**src/sdp_pkg.sv**
```systemverilog
package sdp_pkg;

	// ****************************************************************
	// register map and fields
	// ****************************************************************
	localparam int          ADDR_W              = 12;
	localparam logic [11:0] OFF_PORT_LEVEL_IN   = 12'h00e;
	localparam logic [11:0] OFF_PORT_OUT_SHIFT  = 12'h014;
	localparam logic [11:0] OFF_PORT_CTRL       = 12'h016;
	localparam logic [11:0] OFF_SHIFTED_IN      = 12'h038;
	localparam logic [11:0] OFF_SHIFT_STATUS    = 12'h03a;
	localparam int          CTRL_MANUAL_CLK_BIT = 11;
	localparam int          CTRL_TIMEBASE_BIT   = 10;
	localparam int          CTRL_HW_ENABLE_BIT  = 9;
	localparam int          CTRL_START_BIT      = 8;
	localparam int          STATUS_ACTIVE_BIT   = 0;
	localparam int          SER_CLK_LINE        = 4;
	localparam int          SER_DOUT_LINE       = 0;
	localparam int          SER_DIN_LINE_DEF    = 1;
	localparam logic [15:0] CTRL_RESET          = 16'h0000;
	localparam logic [15:0] OUT_RESET           = 16'h0000;
	localparam logic [7:0]  BYTE_RESET          = 8'h00;
	localparam logic [15:0] READ_ZERO           = 16'h0000;
	localparam int          SHIFT_BITS          = 8;

	// ****************************************************************
	// serial clock timing
	// ****************************************************************
	localparam real CLK_NS        = 4.0;
	localparam real FAST_PER_NS   = 1200.0;
	localparam real SLOW_FREQ_KHZ = 100.0;
	localparam int  FAST_CYC      = int'(FAST_PER_NS / CLK_NS);
	localparam int  SLOW_CYC      = int'(1.0e6 / (SLOW_FREQ_KHZ * CLK_NS));
	localparam int  FAST_HALF     = FAST_CYC / 2;
	localparam int  SLOW_HALF     = SLOW_CYC / 2;

	// ****************************************************************
	// carriers
	// ****************************************************************
	typedef struct packed {
		logic        wr;
		logic        rd;
		logic [11:0] addr;
		logic [15:0] wdata;
	} sdp_bus_req_t;

	typedef struct packed {
		logic [7:0] in;
		logic [7:0] out;
		logic [7:0] oe;
	} sdp_pins_t;

endpackage : sdp_pkg

```
**src/sdp_dio_port.sv**
```systemverilog
// Operation
// - eight-bit port read and written directly, no strobes or handshakes.
// - each line has its own direction and driven level.
// - with hardware shifting off, control bit 11 drives serial clock manually.
// - control bit 10 picks serial clock: 1.2 us period or 100 kHz.
// - bit 9 enables shifter; clock on line 4, data on line 0.
// - bit 8 starts shifting the serial byte out, bit 0 first.
// - start also captures incoming serial bits into serial input register.
// - start bit clears itself when the conversion ends.
// - separate status register shows whether a conversion is still running.
// - control bits 7..0 enable line drive; a cleared bit leaves its pin an input.
// - drive-enable bits ignored where pin configuration owns output enable.
// - output bits 15..8 hold the next serial byte, pins unchanged.
// - output bits 7..0 update enabled port lines at once, except line 4, lines whose pin configuration owns output enable and, with the shifter on, line 0.
// - register 0x00e returns live line levels in low byte, upper zero.
// - serial input register low byte holds the received byte after conversion.
// - after reset no line is driven except where pin configuration owns output enable.
`timescale 1ns/1ps
`default_nettype none
module sdp_dio_port #(
	parameter int SER_DIN_LINE = sdp_pkg::SER_DIN_LINE_DEF,
	parameter int FAST_HALF_P  = sdp_pkg::FAST_HALF,
	parameter int SLOW_HALF_P  = sdp_pkg::SLOW_HALF
) (
	// clock and reset
	input  wire logic                 core_clk,
	input  wire logic                 sys_rst,
	// register access
	input  wire sdp_pkg::sdp_bus_req_t bus_req,
	output logic [15:0]               bus_rdata,
	// per-pin configuration ownership of output enable
	input  wire logic [7:0]           cfg_owns_oe,
	input  wire logic [7:0]           cfg_oe,
	input  wire logic [7:0]           cfg_out,
	// port lines
	input  wire logic [7:0]           port_in,
	output var sdp_pkg::sdp_pins_t    port_line
);
	import sdp_pkg::*;

	// ****************************************************************
	// registers
	// ****************************************************************
	logic [15:0] ctrl_r;
	logic [15:0] out_r;
	logic [15:0] rdata_r;
	logic        wr_ctrl;
	logic        wr_out;
	logic        half_tick;
	logic        ser_clk;
	logic        ser_dout;
	logic        active;
	logic        done;
	logic [7:0]  rx_byte;
	logic        hw_en;
	logic [7:0]  drive_val;
	logic [7:0]  drive_en;

	assign wr_ctrl = bus_req.wr && (bus_req.addr == OFF_PORT_CTRL);
	assign wr_out  = bus_req.wr && (bus_req.addr == OFF_PORT_OUT_SHIFT);
	assign hw_en   = ctrl_r[CTRL_HW_ENABLE_BIT];

	// control register; reset leaves every line not owned by pin configuration undriven
	always_ff @(posedge core_clk) begin
		if (sys_rst) begin
			ctrl_r <= CTRL_RESET;
		end else if (wr_ctrl) begin
			ctrl_r <= {4'h0, bus_req.wdata[11:0]};
		end else if (done) begin
			ctrl_r[CTRL_START_BIT] <= 1'b0;
		end
	end

	// output register, direct writes
	always_ff @(posedge core_clk) begin
		if (sys_rst) begin
			out_r <= OUT_RESET;
		end else if (wr_out) begin
			out_r <= bus_req.wdata;
		end
	end

	// ****************************************************************
	// serial shifter
	// ****************************************************************
	sdp_rate_gen #(
		.FAST_HALF_P (FAST_HALF_P),
		.SLOW_HALF_P (SLOW_HALF_P)
	) u_rate (
		.core_clk  (core_clk),
		.sys_rst   (sys_rst),
		.run       (active),
		.slow_sel  (ctrl_r[CTRL_TIMEBASE_BIT]),
		.half_tick (half_tick)
	);

	sdp_shifter u_shift (
		.core_clk  (core_clk),
		.sys_rst   (sys_rst),
		.start     (hw_en && ctrl_r[CTRL_START_BIT]),
		.tx_byte   (out_r[15:8]),
		.half_tick (half_tick),
		.ser_din   (port_in[SER_DIN_LINE]),
		.ser_clk   (ser_clk),
		.ser_dout  (ser_dout),
		.active    (active),
		.done      (done),
		.rx_byte   (rx_byte)
	);

	// ****************************************************************
	// pin drive
	// ****************************************************************
	always_comb begin
		drive_val = out_r[7:0];
		if (hw_en) begin
			drive_val[SER_CLK_LINE]  = ser_clk;
			drive_val[SER_DOUT_LINE] = ser_dout;
		end else begin
			drive_val[SER_CLK_LINE] = ctrl_r[CTRL_MANUAL_CLK_BIT];
		end
		for (int i = 0; i < 8; i++) begin
			if (cfg_owns_oe[i]) begin
				drive_en[i]  = cfg_oe[i];
				drive_val[i] = cfg_out[i];
			end else begin
				drive_en[i] = ctrl_r[i];
			end
		end
	end

	// one driver for the whole carrier
	assign port_line = '{in: port_in, out: drive_val, oe: drive_en};

	// ****************************************************************
	// read path
	// ****************************************************************
	always_ff @(posedge core_clk) begin
		if (sys_rst) begin
			rdata_r <= READ_ZERO;
		end else if (bus_req.rd) begin
			case (bus_req.addr)
				OFF_PORT_LEVEL_IN: rdata_r <= {8'h00, port_in};
				OFF_SHIFTED_IN:    rdata_r <= {8'h00, rx_byte};
				OFF_SHIFT_STATUS:  rdata_r <= {15'h0000, active};
				default:           rdata_r <= READ_ZERO;
			endcase
		end
	end

	assign bus_rdata = rdata_r;
endmodule : sdp_dio_port
`default_nettype wire

```
**src/sdp_rate_gen.sv**
```systemverilog
`timescale 1ns/1ps
`default_nettype none
module sdp_rate_gen #(
	parameter int FAST_HALF_P = 150,
	parameter int SLOW_HALF_P = 1250
) (
	// clock and reset
	input  wire logic core_clk,
	input  wire logic sys_rst,
	// control
	input  wire logic run,
	input  wire logic slow_sel,
	// half period ticks
	output logic      half_tick
);
	import sdp_pkg::*;

	logic [15:0] cnt_r;
	logic [15:0] lim;

	assign lim       = slow_sel ? 16'(SLOW_HALF_P - 1) : 16'(FAST_HALF_P - 1);
	assign half_tick = run && (cnt_r >= lim);

	always_ff @(posedge core_clk) begin
		if (sys_rst || !run || half_tick) begin
			cnt_r <= 16'h0000;
		end else begin
			cnt_r <= cnt_r + 16'h0001;
		end
	end
endmodule : sdp_rate_gen
`default_nettype wire

```
**src/sdp_shifter.sv**
```systemverilog
`timescale 1ns/1ps
`default_nettype none
module sdp_shifter (
	// clock and reset
	input  wire logic       core_clk,
	input  wire logic       sys_rst,
	// control
	input  wire logic       start,
	input  wire logic [7:0] tx_byte,
	input  wire logic       half_tick,
	input  wire logic       ser_din,
	// serial outputs
	output logic            ser_clk,
	output logic            ser_dout,
	output logic            active,
	output logic            done,
	output logic [7:0]      rx_byte
);
	import sdp_pkg::*;

	logic [7:0] tx_r;
	logic [7:0] rx_r;
	logic [3:0] cnt_r;
	logic       clk_r;
	logic       act_r;

	assign ser_clk  = clk_r;
	assign ser_dout = tx_r[0];
	assign active   = act_r;
	assign rx_byte  = rx_r;
	assign done     = act_r && half_tick && clk_r && (cnt_r == 4'(SHIFT_BITS - 1));

	// lsb first, data changes on falling edge, sampled on rising edge
	always_ff @(posedge core_clk) begin
		if (sys_rst) begin
			tx_r  <= BYTE_RESET;
			rx_r  <= BYTE_RESET;
			cnt_r <= 4'h0;
			clk_r <= 1'b0;
			act_r <= 1'b0;
		end else if (!act_r) begin
			if (start) begin
				tx_r  <= tx_byte;
				cnt_r <= 4'h0;
				clk_r <= 1'b0;
				act_r <= 1'b1;
			end
		end else if (half_tick) begin
			clk_r <= !clk_r;
			if (!clk_r) begin
				rx_r <= {ser_din, rx_r[7:1]};
			end else begin
				tx_r  <= {1'b0, tx_r[7:1]};
				cnt_r <= cnt_r + 4'h1;
				if (done) begin
					act_r <= 1'b0;
				end
			end
		end
	end
endmodule : sdp_shifter
`default_nettype wire

```
**config.mk**
```make
export PLATFORM = sky130hd
export DESIGN_NAME = sdp_dio_port
export DESIGN_NICKNAME = d
export VERILOG_FILES = /design/src/sdp_pkg.sv /design/src/sdp_dio_port.sv /design/src/sdp_rate_gen.sv /design/src/sdp_shifter.sv
export SDC_FILE = /design/constraint.sdc
export NUM_CORES = 1
export LEC_CHECK = 0
export ABC_AREA = 1
export BUFFER_PORTS_ARGS = -buffer_cell sky130_fd_sc_hd__buf_2
export CAP_MARGIN = 20
export CORE_ASPECT_RATIO = 0.9
export CORE_UTILIZATION = 56
export DETAILED_ROUTE_END_ITERATION = 10
export PLACE_DENSITY = 0.93
export SLEW_MARGIN = 20
export SYNTH_ARGS = -nofsm -noshare
export SYNTH_HDL_FRONTEND = slang
export SYNTH_SLANG_ARGS = --single-unit
```
**constraint.sdc**
```tcl
create_clock -name core_clk -period 3.1 [get_ports core_clk]
set_input_delay 0 -clock core_clk [delete_from_list [all_inputs] [get_ports core_clk]]
set_output_delay 0 -clock core_clk [all_outputs]
set_load 0.01 [all_outputs]
```
Word-level counts from Yosys, hierarchy flattened
Cells that the tools add are included.
- register bits: 82
- add/subtract/negate cells: 2
- magnitude comparators: 1
- equality and inequality tests: 8
- multiplexer cells: 38
- bitwise gates (word level): 1
- reduce and logical (&&, ||, !) cells: 16
- operator list (cell ; number):
    2-to-1 mux 8 bit ; 4
    2-to-1 mux 1 bit ; 28
    equality test 12 x 5 -> 1 bit (second input constant) ; 2
    equality test 12 x 6 -> 1 bit (second input constant) ; 2
    case mux 8 bit (3 select lines) ; 1
    adder 16 x 1 -> 16 bit (second input constant) ; 1
    >= comparator 16 bit ; 1
    2-to-1 mux 4 bit ; 4
    equality test 12 x 4 -> 1 bit (second input constant) ; 1
    2-to-1 mux 11 bit ; 1
    logical AND 1 bit ; 7
    AND reduction 3 bit ; 2
    adder 4 x 1 -> 4 bit (second input constant) ; 1
    equality test 4 x 3 -> 1 bit (second input constant) ; 1
    nonzero test 2 bit ; 2
    zero test 1 bit ; 2
    logical OR 1 bit ; 2
    != test 2 x 1 -> 1 bit (second input constant) ; 1
    != test 2 bit (second input constant) ; 1
    AND reduction 2 bit ; 1
    NOT 1 bit ; 1

Longest topological paths before layout
Gate-level depths: netlist (run 1).
- word-level depth: 10
- gate-level depth with buffers: 13

Modules after synthesis
Synthesis (run 1) repeated with hierarchy kept, for this count alone.
- cells, all modules: 525
- area total of the unflattened synthesis: 3741.1 sq um
- by module, submodules not included (module ; times used ; cells each ; area an instance (sq um)):
    sdp_dio_port ; 1 ; 275 ; 1906.8
    sdp_shifter ; 1 ; 132 ; 968.4
    sdp_rate_gen ; 1 ; 118 ; 865.8

Worst setup path after synthesis (run 1)
Ideal clock, no wire load.
- kind: register -> register
- start point: reg ctrl_r[10]
- end point: reg u_shift.tx_r[0]
- library setup time: 0.113 ns
- arrival time: 1.545 ns
- setup slack: 1.442 ns
- stages on the path, launching flop included: 11
- buffers on the path: 1
- period minus slack after synthesis: 1.658 ns
- cells stage by stage: dfxtp_1 -> inv_1 -> ha_1 -> nand2_1 -> nor3_4 -> nand2_2 -> nand4_1 -> nand2_1 -> buf_6 -> o21ai_1 -> nor2_1
- cells in the longest elaborated chain, start to end: 5
- RTL lines (item ; RTL line ; text):
    start: declaration ; sdp_dio_port.sv:44 ; logic [15:0] ctrl_r;
    start signal: assignment ; sdp_dio_port.sv:68 ; ctrl_r <= {4'h0, bus_req.wdata[11:0]};
    2-to-1 mux 11 bit ; sdp_rate_gen.sv:21 ; assign lim = slow_sel ? 16'(SLOW_HALF_P - 1) : 16'(FAST_HALF_P - 1);
    >= comparator 16 bit ; sdp_rate_gen.sv:22 ; assign half_tick = run && (cnt_r >= lim);
    logical AND 1 bit ; sdp_rate_gen.sv:22 ;
    != test 2 bit (no line) ; - ;
    AND reduction 3 bit (no line) ; - ;
    end signal: assignment ; sdp_shifter.sv:43 ; tx_r <= tx_byte;
    end signal: assignment ; sdp_shifter.sv:53 ; tx_r <= {1'b0, tx_r[7:1]};
    end: declaration ; sdp_shifter.sv:21 ; logic [7:0] tx_r;
Every way passes these cells.
A chain may end at the register's enable or synchronous reset.

Worst setup path in the final report (run 1)
- start point: reg ctrl_r[10]
- end point: reg u_shift.tx_r[5]
Same word-level chain as after synthesis.

==> results of run 1 <==
-- through the flow --
stage	instances	total power (W)
after floorplan	509	0.001031
after global placement	644	0.001082
after detailed placement	644	0.001085
after CTS	678	0.001825
after global routing	678	0.001889
final	678	0.001826
-- worst max-delay path, cell delays in order, from the launching register on --
cell and delay (ns):
dfxtp_1 0.36, inv_1 0.10, ha_1 0.30, nand2_1 0.12, nor2_1 0.05, nand2_1 0.07
nand3_1 0.09, nand2_2 0.10, nand4_1 0.12, nand2_1 0.33, inv_2 0.14, nor2_1 0.12
nor2_1 0.05
-- power breakdown --
part	leakage, nW	total [W]	switching [W]	internal, W
clock	0.0929	0.000742	0.000368	0.000374
sequential	0.589	0.000940	0.000000657	0.000939
combinational	1.16	0.000144	0.0000761	0.0000678
total	1.84	0.00183	0.000445	0.00138
-- metal layers --
| layer | wire length, um | vias up |
|---|---|---|
| met2 | 4266 | 127 |
| met5 | 0 | - |
| li1 | - | 1771 |
| met4 | 174 | 0 |
| met1 | 3460 | 1582 |
| met3 | 503 | 25 |
-- layout make-up --
class | instances | area, sq um
Sequential cell | 73 | 1461
Timing Repair Buffer | 114 | 663.1
Multi-Input combinational cell | 353 | 1700
Clock inverter | 6 | 67.56
Fill cell | 439 | 1548
Clock buffer | 10 | 127.6
Inverter | 52 | 200.2
Tap cell | 70 | 87.58
-- synthesized netlist by cell type --
master | n | share of area (%)
clkinv_4 | 1 | 0.25
nand3_1 | 23 | 3.3
xnor2_1 | 2 | 0.50
nand3_2 | 1 | 0.28
clkbuf_1 | 11 | 1.2
nor3b_1 | 1 | 0.21
o21ai_1 | 9 | 1.3
clkinv_1 | 1 | 0.11
inv_1 | 43 | 4.6
conb_1 | 1 | 0.11
buf_4 | 18 | 3.8
nand2_1 | 109 | 12
nor2_2 | 1 | 0.18
xor2_1 | 5 | 1.2
nor4_2 | 1 | 0.36
nand4_1 | 5 | 0.89
ha_1 | 9 | 3.2
nor3_4 | 1 | 0.46
o211ai_1 | 1 | 0.21
nor3_1 | 5 | 0.71
a21oi_1 | 43 | 6.1
nor2_1 | 71 | 7.6
nor3_2 | 3 | 0.85
nand3_4 | 2 | 1.0
inv_2 | 7 | 0.75
dfxtp_1 | 73 | 42
buf_6 | 1 | 0.32
o21ai_0 | 46 | 6.6
buf_2 | 1 | 0.14
nand2_2 | 3 | 0.53
-- path summary, 6_finish.rpt --
check | from | end | depth (start not counted)
min reg2reg | out_r[7]$_SDFFE_PP0P_ | out_r[7]$_SDFFE_PP0P_ | 2
max | ctrl_r[10]$_SDFFE_PP0P_ | u_shift.tx_r[5]$_SDFFE_PP0P_ | 12
max reg2reg | ctrl_r[10]$_SDFFE_PP0P_ | u_shift.tx_r[5]$_SDFFE_PP0P_ | 12
min | port_in[6] | bus_rdata[6]$_SDFFE_PP0P_ | 5
-- sequential cells by signal, summed over array words and instances (netlist names) --
register and count:
u_shift.cnt_r 4, u_shift.ser_clk 1, u_shift.active 1, bus_rdata 8
ctrl_r 12, u_shift.tx_r 8, out_r 15, u_rate.cnt_r 16
u_shift.rx_byte 8
-- cell families after synthesis --
group / Yosys count / synth area share, %
XOR/XNOR: 7 / 1.745
AO/OA/AOI/OAI: 99 / 14.17
other: 1 / 0.1067
buffers and inverters: 83 / 11.18
adder cells (fa/ha/maj): 9 / 3.205
AND/OR/NAND/NOR: 226 / 27.99
flip-flops: 73 / 41.60
==> metrics.yaml, run 1 <==
pre_cts_slack_ns: 1.063
firstDrtPassIters: 5
top_usage_layer: "met2"
wl_per_cell_um: 12.40
startpoint_type: "flop"
cts_tree: "done"
clock-sinks: 73
synth.distinct_cells: 30
max-slew-margin-rel_pct: 44.23
rows: 26
fin_util_pct: 73.57
grt_use_met2_pct: 48.48
maxCapViolations: 0
setup_slack_ns: 1.032
vias: 3505
path_class: "reg -> reg"
port_buffers: 95
fin_setup_tns_ns: 0
cts_buffers: 9
fin_area_sq_um: 4308
power_density_nw_per_um2: 424.0
synthesis.area_sq_um: 3513
clock_latency_ns: 0.35
max_freq_ghz: 0.4836
cts_hold_buf: 18
ys_seq_elements: 73
layout_commonest_cell: "nand2_1"
finalCriticalPeriod_ns: 2.068
postSynthCellCount: 498
wirelength_mm: 8.405
grt_overflow_total: 0
root_buffer: "clkbuf_8"
clockBufferDepth: 2
core_sq_um: 5856
drtIter0Drc: 196
initial_core_util_pct: 60.00
ys_seq_area_share_pct: 41.60
tightest_slew_ns: 0.8356
clkTransAtPathRegs_ns: 0.08
critPathArrivalTime_ns: 2.31
hold_class: "in -> reg"
hold_viol: 0
cp_max_fo: 11
diodes: 0
dpl-instance-area_sq_um: 3933
grt_pass1_vias: 3349
grt_pass1_wl_mm: 14.15
antenna_found_initial: 0
layout-drive-gt1-share_pct: 21.55
die_height_um: 77.15
crit_path_end_kind: "flop"
fin_worst_skew_ns: 0.006412
grt_util_met3_pct: 7.643
holdWs_ns: 0.06983
required_ns: 3.34
p_leak_nw: 1.842
fin_nets: 676
slew_violations: 0
use_met1_pct: 29.04
r2r_slack_ns: 1.03
postRouteAntennaNets: 0
routabilityCongestion: 0.8490
synth_warnings: 0
setup_viol: 0
ioPinCount: 104
area_delta_synth_final_pct: 22.61
fp.dieArea_sq_um: 6595
postCtsSetupRepairBufs: 0
grt_max_degree: 36
synth.avg_cell_area_sq_um: 7.055
routed_via_density: 5.170
die_w_um: 85.49
status: "completed"
period_share_pct: 66.70
dp_hpwl_mm: 5.974
ir_drop_mv: 0.3278
rsz0062_at_grt: "no"
drc: 0
track_usage_pct: 26.67
mostFrequentLayoutCells: "109 x nand2_1, 95 x buf_2, 73 x dfxtp_1"
htree_levels: 3
cts_resized: 0
No activity file was read; power rests on OpenSTA's default activity.
==> run 2, diff against run 1 <==
Settings changed: CORE_UTILIZATION 56 to 52, PLACE_DENSITY 0.93 to 0.87.
Clock period 3.1 ns to 2.01 ns, I/O delays scaled along.
==> run 2 against run 1 <==
  * Register-to-register slack got worse by 0.85 ns
  * Sequential share of layout area decreased by 0.29 points
  * Worst setup slack got worse by 0.85 ns
  * Flip-flop and latch count unchanged
  * Routed wire length decreased by 5.4%
  * Die area increased by 7.5%
  * Final area increased by 0.87%
  * Cell count increased by 3.1%
  * Critical path type unchanged
==> metrics.yaml, run 2 (synthesis results as in run 1) <==
status: "completed"
routabilityCongestion: 0.8458
fin_setup_tns_ns: 0
r2r-start: "ctrl_r[10]$_SDFFE_PP0P_"
max_freq_ghz: 0.5459
drc: 0
period_share_pct: 91.14
clockBufferDepth: 2
die_w_um: 88.65
fin_worst_skew_ns: 0.01009
fp.dieArea_sq_um: 7090
clock-sinks: 73
worst-path-buf-inv: 2
vias: 3448
hold_viol: 0
rows: 28
setup_slack_ns: 0.1781
dp_cells: 667
regMostFlops: "u_rate.cnt_r"
layout-drive-gt1-share_pct: 22.00
drtIter0Drc: 157
crit_path_end_kind: "flop"
diodes: 0
finalCriticalPeriod_ns: 1.832
wl_per_cell_um: 11.37
grt_pass1_wl_mm: 13.07
grt_overflow_total: 0
initial_core_util_pct: 53.63
path_cells: "inv_1, ha_1, nand2_1, nor2_1, nand2_1, nand3_1, nand2_2, nand4_1, nand2_4, inv_4, nor2_1, nor2_1"
multi_input_area_sq_um: 1733
max-slew-margin-rel_pct: 56.87
wirelength_mm: 7.948
firstDrtPassIters: 4
cts_tree: "done"
critPathArrivalTime_ns: 2.08
rsz0062_at_grt: "no"
dpl-instance-area_sq_um: 3980
path_class: "reg -> reg"
startpoint_type: "flop"
fin_nets: 680
pre_cts_slack_ns: 0.002324
layout_commonest_cell: "nand2_1"
fillers: 584
die_height_um: 79.98
p_leak_nw: 1.843
stdcell_count: 699
largest_reg_flops: 16
core_sq_um: 6551
htree_levels: 3
ir_drop_mv: 0.4412
required_ns: 2.26
slew_violations: 0
dp_hpwl_mm: 5.790
antenna_found_initial: 0
grt_pass1_vias: 3040
crit_top_cell: "nor2_1"
critPathTopFamily: "simple AND/OR/NAND/NOR gates"
ioPinCount: 104
port_buffers: 95
postCtsSetupRepairBufs: 0
reg_top3: "u_rate.cnt_r: 16 flops, out_r: 15 flops, ctrl_r: 12 flops"
min_from: "port_in[5]"
mostFrequentLayoutCells: "107 x nand2_1, 95 x buf_2, 73 x dfxtp_1"
slowest_delay_ns: 0.36
cts_buffers: 9
grt_max_degree: 25
track_usage_pct: 23.83
fin_area_sq_um: 4345
hold_class: "in -> reg"
tightest_slew_ns: 0.6455
clkTransAtPathRegs_ns: 0.07
power_density_nw_per_um2: 605.1
slowest_stage: "dfxtp_1"
crit_start: "ctrl_r[10]$_SDFFE_PP0P_"
routed_via_density: 4.933
area_delta_synth_final_pct: 23.68
root_buffer: "clkbuf_8"
clock_latency_ns: 0.35
postRouteAntennaNets: 0
maxCapViolations: 0
seqCellArea_sq_um: 1461
setup_viol: 0
cp_max_fo: 11
-- run 2: cell types whose count changed in the layout (fill, tap and decap cells not counted), sizes merged --
cell,before,now
buf,96,99
clkinv,4,3
clkbuf,10,12
inv,51,50
clkinvlp,2,0
nand3,26,27
bufinv,1,0
-- run 2: path summary, 6_finish.rpt --
check	to	slack (ns)	depth (start not counted)
worst max-delay path	u_shift.tx_r[2]$_SDFFE_PP0P_	0.18	12
worst min-delay path	bus_rdata[5]$_SDFFE_PP0P_	0.06	5
worst max register to register	u_shift.tx_r[2]$_SDFFE_PP0P_	0.18	12
worst min register to register	ctrl_r[3]$_SDFFE_PP0P_	0.45	2
-- run 2: power by group --
| group | internal [W] | leakage (nW) | switching, W |
|---|---|---|---|
| combinational | 0.000107 | 1.18 | 0.000116 |
| sequential | 0.00145 | 0.589 | 0.00000122 |
| clock | 0.000460 | 0.0782 | 0.000494 |
| total | 0.00202 | 1.84 | 0.000612 |
-- run 2: worst reg2reg max path, stage by stage (launching register included) --
cell and delay (ns):
dfxtp_1 0.36, inv_1 0.10, ha_1 0.30, nand2_1 0.11
nor2_1 0.05, nand2_1 0.07, nand3_1 0.09, nand2_2 0.11
nand4_1 0.16, nand2_4 0.18, inv_4 0.07, nor2_1 0.10
nor2_1 0.05
-- run 2: area by class of cell --
cell class,count,area share [%]
inverter,52,4.665
clock inverter,1,0.1152
multi-input combinational,354,39.88
tap,90,2.591
clock buffer,12,3.340
sequential,73,33.63
timing repair buffer,117,15.78
-- run 2: metrics by stage --
stage	hold WS, ns	total power (W)	util (%)
finish	0.06100	0.002630	66.33
global route	0.1037	0.002743	66.33
CTS	0.05733	0.002635	65.79
detailed placement	0.2023	0.001677	60.75
global placement	0.2017	0.001672	60.75
floorplan	0.06907	0.001591	-
-- run 2: repair_timing --
action	in CTS	in global routing
hold endpoints to repair	34	0
resized for setup	0	6
setup endpoints to repair	0	17
hold buffers	18	0
-- run 2: layer usage --
metal	part of all wire (%)	track usage, %
met1	43	27.28
met4	1.6	11.45
met3	5.3	5.171
met2	50	41.69
met5	0	0
